$ cat config.mk
export PLATFORM = sky130hd
export DESIGN_NAME = afs_flags_core
export DESIGN_NICKNAME = d
export VERILOG_FILES = /design/src/core/afs_pkg.sv /design/src/core/afs_alu_if.sv /design/src/core/afs_flags_core.sv /design/src/core/afs_alu.sv /design/src/core/afs_pointer.sv
export SDC_FILE = /design/constraint.sdc
export NUM_CORES = 1
export LEC_CHECK = 0
export ABC_AREA = 1
export BUFFER_PORTS_ARGS = -buffer_cell sky130_fd_sc_hd__buf_2
export CORE_MARGIN = 4
export CORE_UTILIZATION = 54
export CTS_BUF_LIST = sky130_fd_sc_hd__clkbuf_4
export CTS_CLUSTER_SIZE = 12
export DETAILED_ROUTE_END_ITERATION = 12
export PLACE_DENSITY = 0.81
export SYNTH_ARGS = -nofsm -noshare
export SYNTH_HDL_FRONTEND = slang
export SYNTH_SLANG_ARGS = --single-unit
$ cat constraint.sdc
create_clock -name clk_sys -period 4.2 [get_ports clk_sys]
set_input_delay 0.84 -clock clk_sys [delete_from_list [all_inputs] [get_ports clk_sys]]
set_output_delay 0.84 -clock clk_sys [all_outputs]
set_load 0.03 [all_outputs]
$ cat src/core/afs_pkg.sv
package afs_pkg;

   // ****************************************************************
   // Operations issued by the instruction decoder.
   // ****************************************************************
   typedef enum logic [3:0] {
      AFS_ADD_FILE   = 4'h0,
      AFS_ADD_CARRY  = 4'h1,
      AFS_SUBTRACT   = 4'h2,
      AFS_AND        = 4'h3,
      AFS_IOR        = 4'h4,
      AFS_XOR        = 4'h5,
      AFS_COMPLEMENT = 4'h6,
      AFS_CLEAR_FILE = 4'h7,
      AFS_ROT_LEFT   = 4'h8,
      AFS_ROT_RIGHT  = 4'h9,
      AFS_NIB_SWAP   = 4'hA,
      AFS_MOVE_WREG  = 4'hB,
      AFS_BIT_CLEAR  = 4'hC,
      AFS_BIT_SET    = 4'hD,
      AFS_INCREMENT  = 4'hE,
      AFS_DECREMENT  = 4'hF
   } afs_op_t;

   // ****************************************************************
   // File addresses, bus offsets, fields and reset values.
   // ****************************************************************
   localparam logic [7:0] FLAGS_FILE_ADDR = 8'h04;
   localparam logic [7:0] PTR0_FILE_ADDR  = 8'h01;
   localparam logic [7:0] PTR1_FILE_ADDR  = 8'h09;
   localparam logic [7:0] WB_FLAGS_OFS    = 8'h04;
   localparam logic [7:0] WB_PTR0_OFS     = 8'h08;
   localparam logic [7:0] WB_PTR1_OFS     = 8'h0C;
   localparam logic [7:0] WB_RESULT_OFS   = 8'h10;
   localparam int         MODE2_LO        = 6;
   localparam int         MODE1_LO        = 4;
   localparam int         RANGE_BIT       = 3;
   localparam int         Z_BIT           = 2;
   localparam int         NIBBLE_BIT      = 1;
   localparam int         C_BIT           = 0;
   localparam logic [1:0] MODE_DEC        = 2'h0;
   localparam logic [1:0] MODE_INC        = 2'h1;
   localparam logic [7:0] FLAGS_RESET     = 8'h00;
   localparam logic [7:0] PTR_RESET       = 8'h00;

   // Status bits an operation updates: range, null, nibble, msb.
   function automatic logic [3:0] afs_affects(input afs_op_t op);
      case (op)
         AFS_ADD_FILE, AFS_ADD_CARRY, AFS_SUBTRACT,
         AFS_INCREMENT, AFS_DECREMENT: afs_affects = 4'hF;
         AFS_AND, AFS_IOR, AFS_XOR,
         AFS_COMPLEMENT, AFS_CLEAR_FILE: afs_affects = 4'h4;
         AFS_ROT_LEFT, AFS_ROT_RIGHT: afs_affects = 4'h1;
         default: afs_affects = 4'h0;
      endcase
   endfunction

endpackage

$ cat src/core/afs_alu_if.sv
`timescale 1ns/1ps
interface afs_alu_if;
   afs_pkg::afs_op_t op;
   logic [7:0]       opa;
   logic [7:0]       opb;
   logic             carry_in;
   logic [2:0]       bit_sel;
   logic [7:0]       result;
   logic [3:0]       flags;

   modport core (output op, opa, opb, carry_in, bit_sel,
                 input  result, flags);
   modport alu  (input  op, opa, opb, carry_in, bit_sel,
                 output result, flags);
endinterface

$ cat src/core/afs_flags_core.sv
// Added by the designer: register access over Wishbone.
`timescale 1ns/1ps
module afs_flags_core #(
   parameter int PTR_W = 8
) (
   input  wire logic             clk_sys,
   input  wire logic             rst,
   input  wire logic             wb_cyc_i,
   input  wire logic             wb_stb_i,
   input  wire logic             wb_we_i,
   input  wire logic [7:0]       wb_adr_i,
   input  wire logic [3:0]       wb_sel_i,
   input  wire logic [31:0]      wb_dat_i,
   output logic      [31:0]      wb_dat_o,
   output logic                  wb_ack_o,
   input  wire logic             exec_valid,
   input  afs_pkg::afs_op_t      exec_op,
   input  wire logic             exec_src_file,
   input  wire logic [2:0]       exec_bit,
   input  wire logic [7:0]       exec_wreg,
   input  wire logic [7:0]       exec_file,
   input  wire logic [7:0]       exec_literal,
   input  wire logic             exec_dest_file,
   input  wire logic [7:0]       exec_dest_addr,
   input  wire logic             ind0_access,
   input  wire logic             ind1_access,
   output logic      [7:0]       exec_result,
   output logic                  exec_result_valid,
   output logic      [7:0]       alu_flags_and_pointer_mode,
   output logic      [PTR_W-1:0] first_indirect_pointer,
   output logic      [PTR_W-1:0] second_indirect_pointer
);

   // ****************************************************************
   // Operand selection and the arithmetic unit.
   // ****************************************************************
   afs_alu_if  alu_bus ();
   logic       two_operand;
   logic [7:0] opb_sel;
   logic [3:0] affects;
   logic [3:0] next_status;
   logic       dest_flags;
   logic       dest_ptr0;
   logic       dest_ptr1;

   always_comb begin
      case (exec_op)
         afs_pkg::AFS_ADD_FILE, afs_pkg::AFS_ADD_CARRY,
         afs_pkg::AFS_SUBTRACT, afs_pkg::AFS_AND,
         afs_pkg::AFS_IOR, afs_pkg::AFS_XOR: two_operand = 1'b1;
         default: two_operand = 1'b0;
      endcase
   end

   // Single operand ops read the file or the working register; two
   // operand ops pair the working register with file or literal.
   assign opb_sel = exec_src_file ? exec_file :
                    (two_operand ? exec_literal : exec_wreg);

   assign alu_bus.op       = exec_op;
   assign alu_bus.opa      = exec_wreg;
   assign alu_bus.opb      = opb_sel;
   assign alu_bus.carry_in = alu_flags_and_pointer_mode[afs_pkg::C_BIT];
   assign alu_bus.bit_sel  = exec_bit;

   afs_alu u_alu (
      .port_alu (alu_bus.alu)
   );

   assign affects    = afs_pkg::afs_affects(exec_op);
   assign dest_flags = exec_dest_file &&
                       exec_dest_addr == afs_pkg::FLAGS_FILE_ADDR;
   assign dest_ptr0  = exec_dest_file &&
                       exec_dest_addr == afs_pkg::PTR0_FILE_ADDR;
   assign dest_ptr1  = exec_dest_file &&
                       exec_dest_addr == afs_pkg::PTR1_FILE_ADDR;

   // ****************************************************************
   // Bus slave strobes.
   // ****************************************************************
   logic wb_req;
   logic wr_fire;
   logic wr_flags;
   logic wr_ptr0;
   logic wr_ptr1;

   assign wb_req   = wb_cyc_i && wb_stb_i;
   assign wr_fire  = wb_req && wb_we_i && wb_ack_o && wb_sel_i[0];
   assign wr_flags = wr_fire && wb_adr_i == afs_pkg::WB_FLAGS_OFS;
   assign wr_ptr0  = wr_fire && wb_adr_i == afs_pkg::WB_PTR0_OFS;
   assign wr_ptr1  = wr_fire && wb_adr_i == afs_pkg::WB_PTR1_OFS;

   always_ff @(posedge clk_sys) begin
      if (rst) begin
         wb_ack_o <= 1'b0;
      end else begin
         wb_ack_o <= wb_req && !wb_ack_o;
      end
   end

   // Unmapped offsets still answer, reading zero, so a stray access
   // cannot hang the bus.
   always_ff @(posedge clk_sys) begin
      if (rst) begin
         wb_dat_o <= 32'h0000_0000;
      end else if (wb_req && !wb_ack_o && !wb_we_i) begin
         case (wb_adr_i)
            afs_pkg::WB_FLAGS_OFS:
               wb_dat_o <= {24'h00_0000, alu_flags_and_pointer_mode};
            afs_pkg::WB_PTR0_OFS:
               wb_dat_o <= 32'(first_indirect_pointer);
            afs_pkg::WB_PTR1_OFS:
               wb_dat_o <= 32'(second_indirect_pointer);
            afs_pkg::WB_RESULT_OFS:
               wb_dat_o <= {24'h00_0000, exec_result};
            default: wb_dat_o <= 32'h0000_0000;
         endcase
      end
   end

   // ****************************************************************
   // Flags and pointer mode register.
   // ****************************************************************
   // The low nibble keeps a bit unless the operation drives it. When
   // the register is the destination and the op touches null, nibble
   // or msb status, the data write to the low nibble is dropped.
   always_comb begin
      for (int i = 0; i < 4; i++) begin
         if (affects[i]) begin
            next_status[i] = alu_bus.flags[i];
         end else if (dest_flags && affects[2:0] == 3'h0) begin
            next_status[i] = alu_bus.result[i];
         end else begin
            next_status[i] = alu_flags_and_pointer_mode[i];
         end
      end
   end

   // An instruction in the same cycle as a bus write wins.
   always_ff @(posedge clk_sys) begin
      if (rst) begin
         alu_flags_and_pointer_mode <= afs_pkg::FLAGS_RESET;
      end else if (exec_valid && dest_flags) begin
         alu_flags_and_pointer_mode <= {alu_bus.result[7:4],
                                        next_status};
      end else if (exec_valid) begin
         alu_flags_and_pointer_mode[3:0] <= next_status;
      end else if (wr_flags) begin
         alu_flags_and_pointer_mode <= wb_dat_i[7:0];
      end
   end

   always_ff @(posedge clk_sys) begin
      if (rst) begin
         exec_result       <= 8'h00;
         exec_result_valid <= 1'b0;
      end else begin
         exec_result_valid <= exec_valid;
         if (exec_valid) begin
            exec_result <= alu_bus.result;
         end
      end
   end

   // ****************************************************************
   // Indirect pointers.
   // ****************************************************************
   logic             ld_ptr0;
   logic             ld_ptr1;
   logic [PTR_W-1:0] ld_val0;
   logic [PTR_W-1:0] ld_val1;

   assign ld_ptr0 = (exec_valid && dest_ptr0) || wr_ptr0;
   assign ld_ptr1 = (exec_valid && dest_ptr1) || wr_ptr1;
   assign ld_val0 = (exec_valid && dest_ptr0) ?
                    PTR_W'(alu_bus.result) : wb_dat_i[PTR_W-1:0];
   assign ld_val1 = (exec_valid && dest_ptr1) ?
                    PTR_W'(alu_bus.result) : wb_dat_i[PTR_W-1:0];

   afs_pointer #(
      .W (PTR_W)
   ) u_ptr0 (
      .clk_sys    (clk_sys),
      .rst        (rst),
      .mode       (alu_flags_and_pointer_mode[afs_pkg::MODE1_LO +: 2]),
      .access     (ind0_access),
      .load       (ld_ptr0),
      .load_value (ld_val0),
      .value      (first_indirect_pointer)
   );

   afs_pointer #(
      .W (PTR_W)
   ) u_ptr1 (
      .clk_sys    (clk_sys),
      .rst        (rst),
      .mode       (alu_flags_and_pointer_mode[afs_pkg::MODE2_LO +: 2]),
      .access     (ind1_access),
      .load       (ld_ptr1),
      .load_value (ld_val1),
      .value      (second_indirect_pointer)
   );

   // ****************************************************************
   // Checks.
   // ****************************************************************
   // Reference sums are formed independently of the unit above.
   logic [8:0]        chk_sum;
   logic [4:0]        chk_half;
   logic signed [8:0] chk_ssum;
   logic              chk_add;

   assign chk_sum  = {1'b0, exec_wreg} + {1'b0, opb_sel};
   assign chk_half = {1'b0, exec_wreg[3:0]} + {1'b0, opb_sel[3:0]};
   assign chk_ssum = $signed({exec_wreg[7], exec_wreg}) +
                     $signed({opb_sel[7], opb_sel});
   assign chk_add  = exec_valid && exec_op == afs_pkg::AFS_ADD_FILE;
endmodule

$ cat src/core/afs_alu.sv
`timescale 1ns/1ps
module afs_alu (
   afs_alu_if.alu port_alu
);
   logic [7:0] x;
   logic [7:0] y;
   logic       ci;
   logic [8:0] sum;
   logic [4:0] half;
   logic [7:0] res;
   logic       cout;

   always_comb begin
      x  = port_alu.opa;
      y  = port_alu.opb;
      ci = 1'b0;
      case (port_alu.op)
         afs_pkg::AFS_ADD_CARRY: ci = port_alu.carry_in;
         afs_pkg::AFS_SUBTRACT: begin
            x  = port_alu.opb;
            y  = ~port_alu.opa;
            ci = 1'b1;
         end
         afs_pkg::AFS_INCREMENT: begin
            x  = port_alu.opb;
            y  = 8'h00;
            ci = 1'b1;
         end
         afs_pkg::AFS_DECREMENT: begin
            x  = port_alu.opb;
            y  = 8'hFF;
         end
         default: ci = 1'b0;
      endcase
      sum  = {1'b0, x} + {1'b0, y} + {8'h00, ci};
      half = {1'b0, x[3:0]} + {1'b0, y[3:0]} + {4'h0, ci};
      cout = sum[8];
      res  = sum[7:0];
      case (port_alu.op)
         afs_pkg::AFS_AND:        res = port_alu.opa & port_alu.opb;
         afs_pkg::AFS_IOR:        res = port_alu.opa | port_alu.opb;
         afs_pkg::AFS_XOR:        res = port_alu.opa ^ port_alu.opb;
         afs_pkg::AFS_COMPLEMENT: res = ~port_alu.opb;
         afs_pkg::AFS_CLEAR_FILE: res = 8'h00;
         afs_pkg::AFS_ROT_LEFT: begin
            res  = {port_alu.opb[6:0], port_alu.carry_in};
            cout = port_alu.opb[7];
         end
         afs_pkg::AFS_ROT_RIGHT: begin
            res  = {port_alu.carry_in, port_alu.opb[7:1]};
            cout = port_alu.opb[0];
         end
         afs_pkg::AFS_NIB_SWAP:   res = {port_alu.opb[3:0], port_alu.opb[7:4]};
         afs_pkg::AFS_MOVE_WREG:  res = port_alu.opa;
         afs_pkg::AFS_BIT_CLEAR:
            res = port_alu.opb & ~(8'h01 << port_alu.bit_sel);
         afs_pkg::AFS_BIT_SET:
            res = port_alu.opb | (8'h01 << port_alu.bit_sel);
         default: res = sum[7:0];
      endcase
      port_alu.result = res;
      port_alu.flags  = {(x[7] == y[7]) && (sum[7] != x[7]),
                         res == 8'h00, half[4], cout};
   end
endmodule

$ cat src/core/afs_pointer.sv
`timescale 1ns/1ps
module afs_pointer #(
   parameter int W = 8
) (
   input  wire logic         clk_sys,
   input  wire logic         rst,
   input  wire logic [1:0]   mode,
   input  wire logic         access,
   input  wire logic         load,
   input  wire logic [W-1:0] load_value,
   output logic      [W-1:0] value
);
   // A load in the same cycle as an access wins over the adjustment.
   always_ff @(posedge clk_sys) begin
      if (rst) begin
         value <= W'(afs_pkg::PTR_RESET);
      end else if (load) begin
         value <= load_value;
      end else if (access && mode == afs_pkg::MODE_DEC) begin
         value <= value - W'(1);
      end else if (access && mode == afs_pkg::MODE_INC) begin
         value <= value + W'(1);
      end
   end
endmodule

==> metrics.md <==
| Metric | Value |
|---|---|
| Run status | `complete, no violations` |
| Final ANT Viol Nets | `0` |
| Cell type with the highest occurrence count on the critical path | `nand2_1` |
| Most common library cells after synthesis | `nand2_1, inv_1, nand3_1` |
| Tcrit/Tclk final | `0.867` |
| DRT Pass-1 Iters | `8` |
| Post-CTS Resized | `0` |
| Yosys warns | `0` |
| Clk network pwr share | `0.159` |
| Number of cell rows | `35` |
| Met3 routed wirelength | `between 1500 and 2000 µm` |
| Total CTS buffers | `5` |
| Max-slew violation total from the final report | `0` |
| Power density over the cells | `234 nW/µm²` |
| Crit path max fanout | `9` |
| Biggest area contributors in the synthesized netlist | `nand2_1, dfxtp_1, nand3_1` |
| Initial antenna violation count | `0` |
| Layout fillers | `just under 1000` |
| Final setup fails | `0` |
| Top_reg_cell synth | `dfxtp_1` |
| Shortest clock period the worst path allows after layout | `3640 ps` |
| Pleak | `0.00309 µW` |
| Top routing layer in use | `met4` |
| Proportion of netlist area held by the largest area contributor | `0.196` |
| Setup repair after global routing missed its margin | `no` |
| Async S/R FF share, synth | `0` |
| Critical path's slowest cell | `fa_1` |
| Number of setup buffers added after CTS | `0` |
| Layout cells sized above 1 | `0.159` |
| Number of distinct library cell variants in the gate-level netlist after synthesis | `47` |
| Synth Instances | `between 900 and 1000` |
| Via count of the first global-routing pass | `5794` |
| DR WL met2 | `7910 µm` |
| Count of state elements after synthesis | `42` |
| DRC errors left | `0` |
| Sum Neg Setup Slack | `0 ps` |
| P_sw | `637 µW` |
| Aggregate global-route resource usage | `0.301` |
| Wire length per cell | `roughly 15 µm` |
| Drt total wl | `17400 µm` |
| Number of sinks driven by the clock tree | `42` |
| Total overflow reported by the global router | `0` |
| Global-route wire length before repair | `between 20000 and 30000 µm` |
| Gate power share | `0.502` |
| Die Area | `11100 µm²` |
| Final design utilization | `0.626` |
| Worst-Margin Slew | `around 700 ps` |
| Part of the Yosys area used for sequential elements | `0.164` |
| I/O Pins | `159` |
| Clock network latency to the later pin of the worst-skew pair | `between 300 and 400 ps` |
| IR drop worst, VDD | `0.103 mV` |
| Wire length on met1 | `between 6000 and 7000 µm` |
| Int Power | `around 700 µW` |
| Clock tree root driver cell | `clkbuf_4` |
| R2r setup slk | `about 1200 ps` |
| Path class of the lowest-slack min-delay path | `flop to flop` |
| Initial core utilization | `0.554` |
| Type of element launching the critical path | `primary input` |
| Worst max-slew margin expressed relative to the limit | `0.521` |
| CP Capture Type | `flop` |
| Final design area excluding fillers | `a little under 6000 µm²` |
| Number of maximum-capacitance constraint violations | `0` |
| Average size of a mapped cell | `roughly 5.6 µm²` |
| Fmax | `about 0.27 GHz` |
| Sequential group share of total power | `0.339` |
| Number of nets in the finished design | `~1100` |
| Floorplan core area | `9240 µm²` |
| Number of antenna repair diodes | `0` |
| First-iteration detailed-routing DRC count | `597` |
| Horizontal extent of the die | `approximately 110 µm` |
| Area leader, netlist | `nand2_1` |
| Final setup skew | `20.3 ps` |
| Required @ worst endpoint | `4530 ps` |
| Area after detailed placement | `5730 µm²` |
| Routability cong. | `between 1 and 1.5` |
| Post-synth EDFFs | `0` |
| Detailed-route via count | `roughly 6500` |
| Largest net degree at the start of global routing | `23` |
| Post-cts hold buffer count | `0` |
| Critical path, cell by cell | `buf_2 -> inv_2 -> nand2_4 -> a21oi_2 -> nor2_1 -> inv_1 -> o21ai_0 -> inv_1 -> fa_1 -> nand3b_1 -> nand2_1 -> nand2_1 -> nand2_1 -> nand2_1 -> nand3_1 -> nand3_1 -> nand2_1 -> nand2_1 -> nor2_1 -> nand3_1 -> nand2_1 -> nand2_1 -> nand2_1` |
| Final worst-path setup slack | `about 560 ps` |
| Count of input and output buffers | `107` |
| Routed vias/inst | `5.61` |
| Vertical die dimension | `105 µm` |
| Netlist Area Pre-Place | `a little over 5000 µm²` |
| Dominant delay contributor by cell family on the critical path | `simple AND/OR/NAND/NOR gates` |
| Worst stage delay on the critical path | `~440 ps` |
| Clock tree from TritonCTS | `built` |
| Most numerous cell in the Yosys netlist | `nand2_1` |
| Layout overhead on the synthesized area | `13.0%` |
| Worst Path Buf+Inv | `4` |
| Clk pin slew, worst setup/hold paths | `around 140 ps` |
| Hpwl dp | `14200 µm` |
| Worst Path Arrival | `3970 ps` |
| Hold Violations, Final | `0` |
| Largest buffer count on any clock path | `2` |
| Setup Slack @ Placement | `180 ps` |
| Worst Setup Path Type | `primary input to flop` |
| Sw frac | `0.471` |
| H-tree level count | `2` |
-- worst paths after layout --
check,start,to,depth (start not counted)
worst min-delay path,wb_dat_o[1],wb_dat_o[1],2
worst max register to register,alu_flags_and_pointer_mode[0],alu_flags_and_pointer_mode[2],19
worst min register to register,wb_dat_o[1],wb_dat_o[1],2
worst max-delay path,exec_op[3],alu_flags_and_pointer_mode[2],23
-- power by group through the flow --
stage	sequential [µW]	combinational, µW	clock, µW
after global placement	465	653	0
after global routing	460	755	230
final	458	678	216
after CTS	456	668	211
after floorplan	507	442	0
after detailed placement	465	665	0
-- final cells by class --
type                            count  area [µm²]  share of cell area
Timing Repair Buffer              120         633               0.109
Clock buffer                        6        45.0             0.00779
Inverter                          129         484              0.0837
Sequential cell                    42         841               0.145
Multi-Input combinational cell    722        3610               0.623
Tap cell                          129         161              0.0279
Clock inverter                      2        13.8             0.00238
-- cell usage in the layout, fill, tap and decap left out, drive strengths merged, types with 5 or more instances in the layout --
cell type / instances
clkbuf: 6
o2111ai: 6
a31oi: 14
or2: 14
o211ai: 5
ha: 20
nand4: 9
nand3: 101
conb: 24
a21oi: 64
nor2: 67
buf: 120
nor3: 7
inv: 128
dfxtp: 42
nand2: 274
xor2: 5
o21ai: 83
-- registers in the layout (all words and copies together) (netlist names) --
signal and cells:
alu_flags_and_pointer_mode 8, exec_result 8, exec_result_valid 1, u_ptr0.value 8, u_ptr1.value 8, wb_ack_o 1, wb_dat_o 8
-- worst reg2reg max path: stages (launching register included) --
cell	delay (ps)
dfxtp_1	440
inv_1	140
o31ai_1	310
fa_1	250
inv_1	60
fa_1	400
nand3b_1	180
nand2_1	130
nand2_1	80
nand2_1	70
nand2_1	60
nand3_1	70
nand3_1	110
nand2_1	250
nand2_1	80
nor2_1	90
nand3_1	70
nand2_1	60
nand2_1	50
nand2_1	60
-- kinds of logic after synthesis --
logic type / Yosys count / share of synthesized area
XOR/XNOR: 7 / 0.0120
buffers and inverters: 171 / 0.148
other: 1 / 0.000732
AO/OA/AOI/OAI: 188 / 0.203
AND/OR/NAND/NOR: 478 / 0.405
adder cells (fa/ha/maj): 24 / 0.0645
multiplexers: 1 / 0.00220
flip-flops: 42 / 0.164
-- per-stage QoR --
| stage | power [µW] | hold slack (ps) | cells |
|---|---|---|---|
| final | 1350 | 470 | 1150 |
| after global routing | 1450 | 489 | 1150 |
| after CTS | 1340 | 473 | 1150 |
| after detailed placement | 1130 | 454 | 1142 |
| after global placement | 1120 | 451 | 1142 |
| after floorplan | 949 | 597 | 935 |
-- metal layers --
layer | global-route usage | vias up
met2 | 0.509 | 376
met1 | 0.377 | 2829
met5 | 0 | -
li1 | - | 3171
met3 | 0.0490 | 79
met4 | 0.130 | 0
No activity file was read; power rests on OpenSTA's default activity.
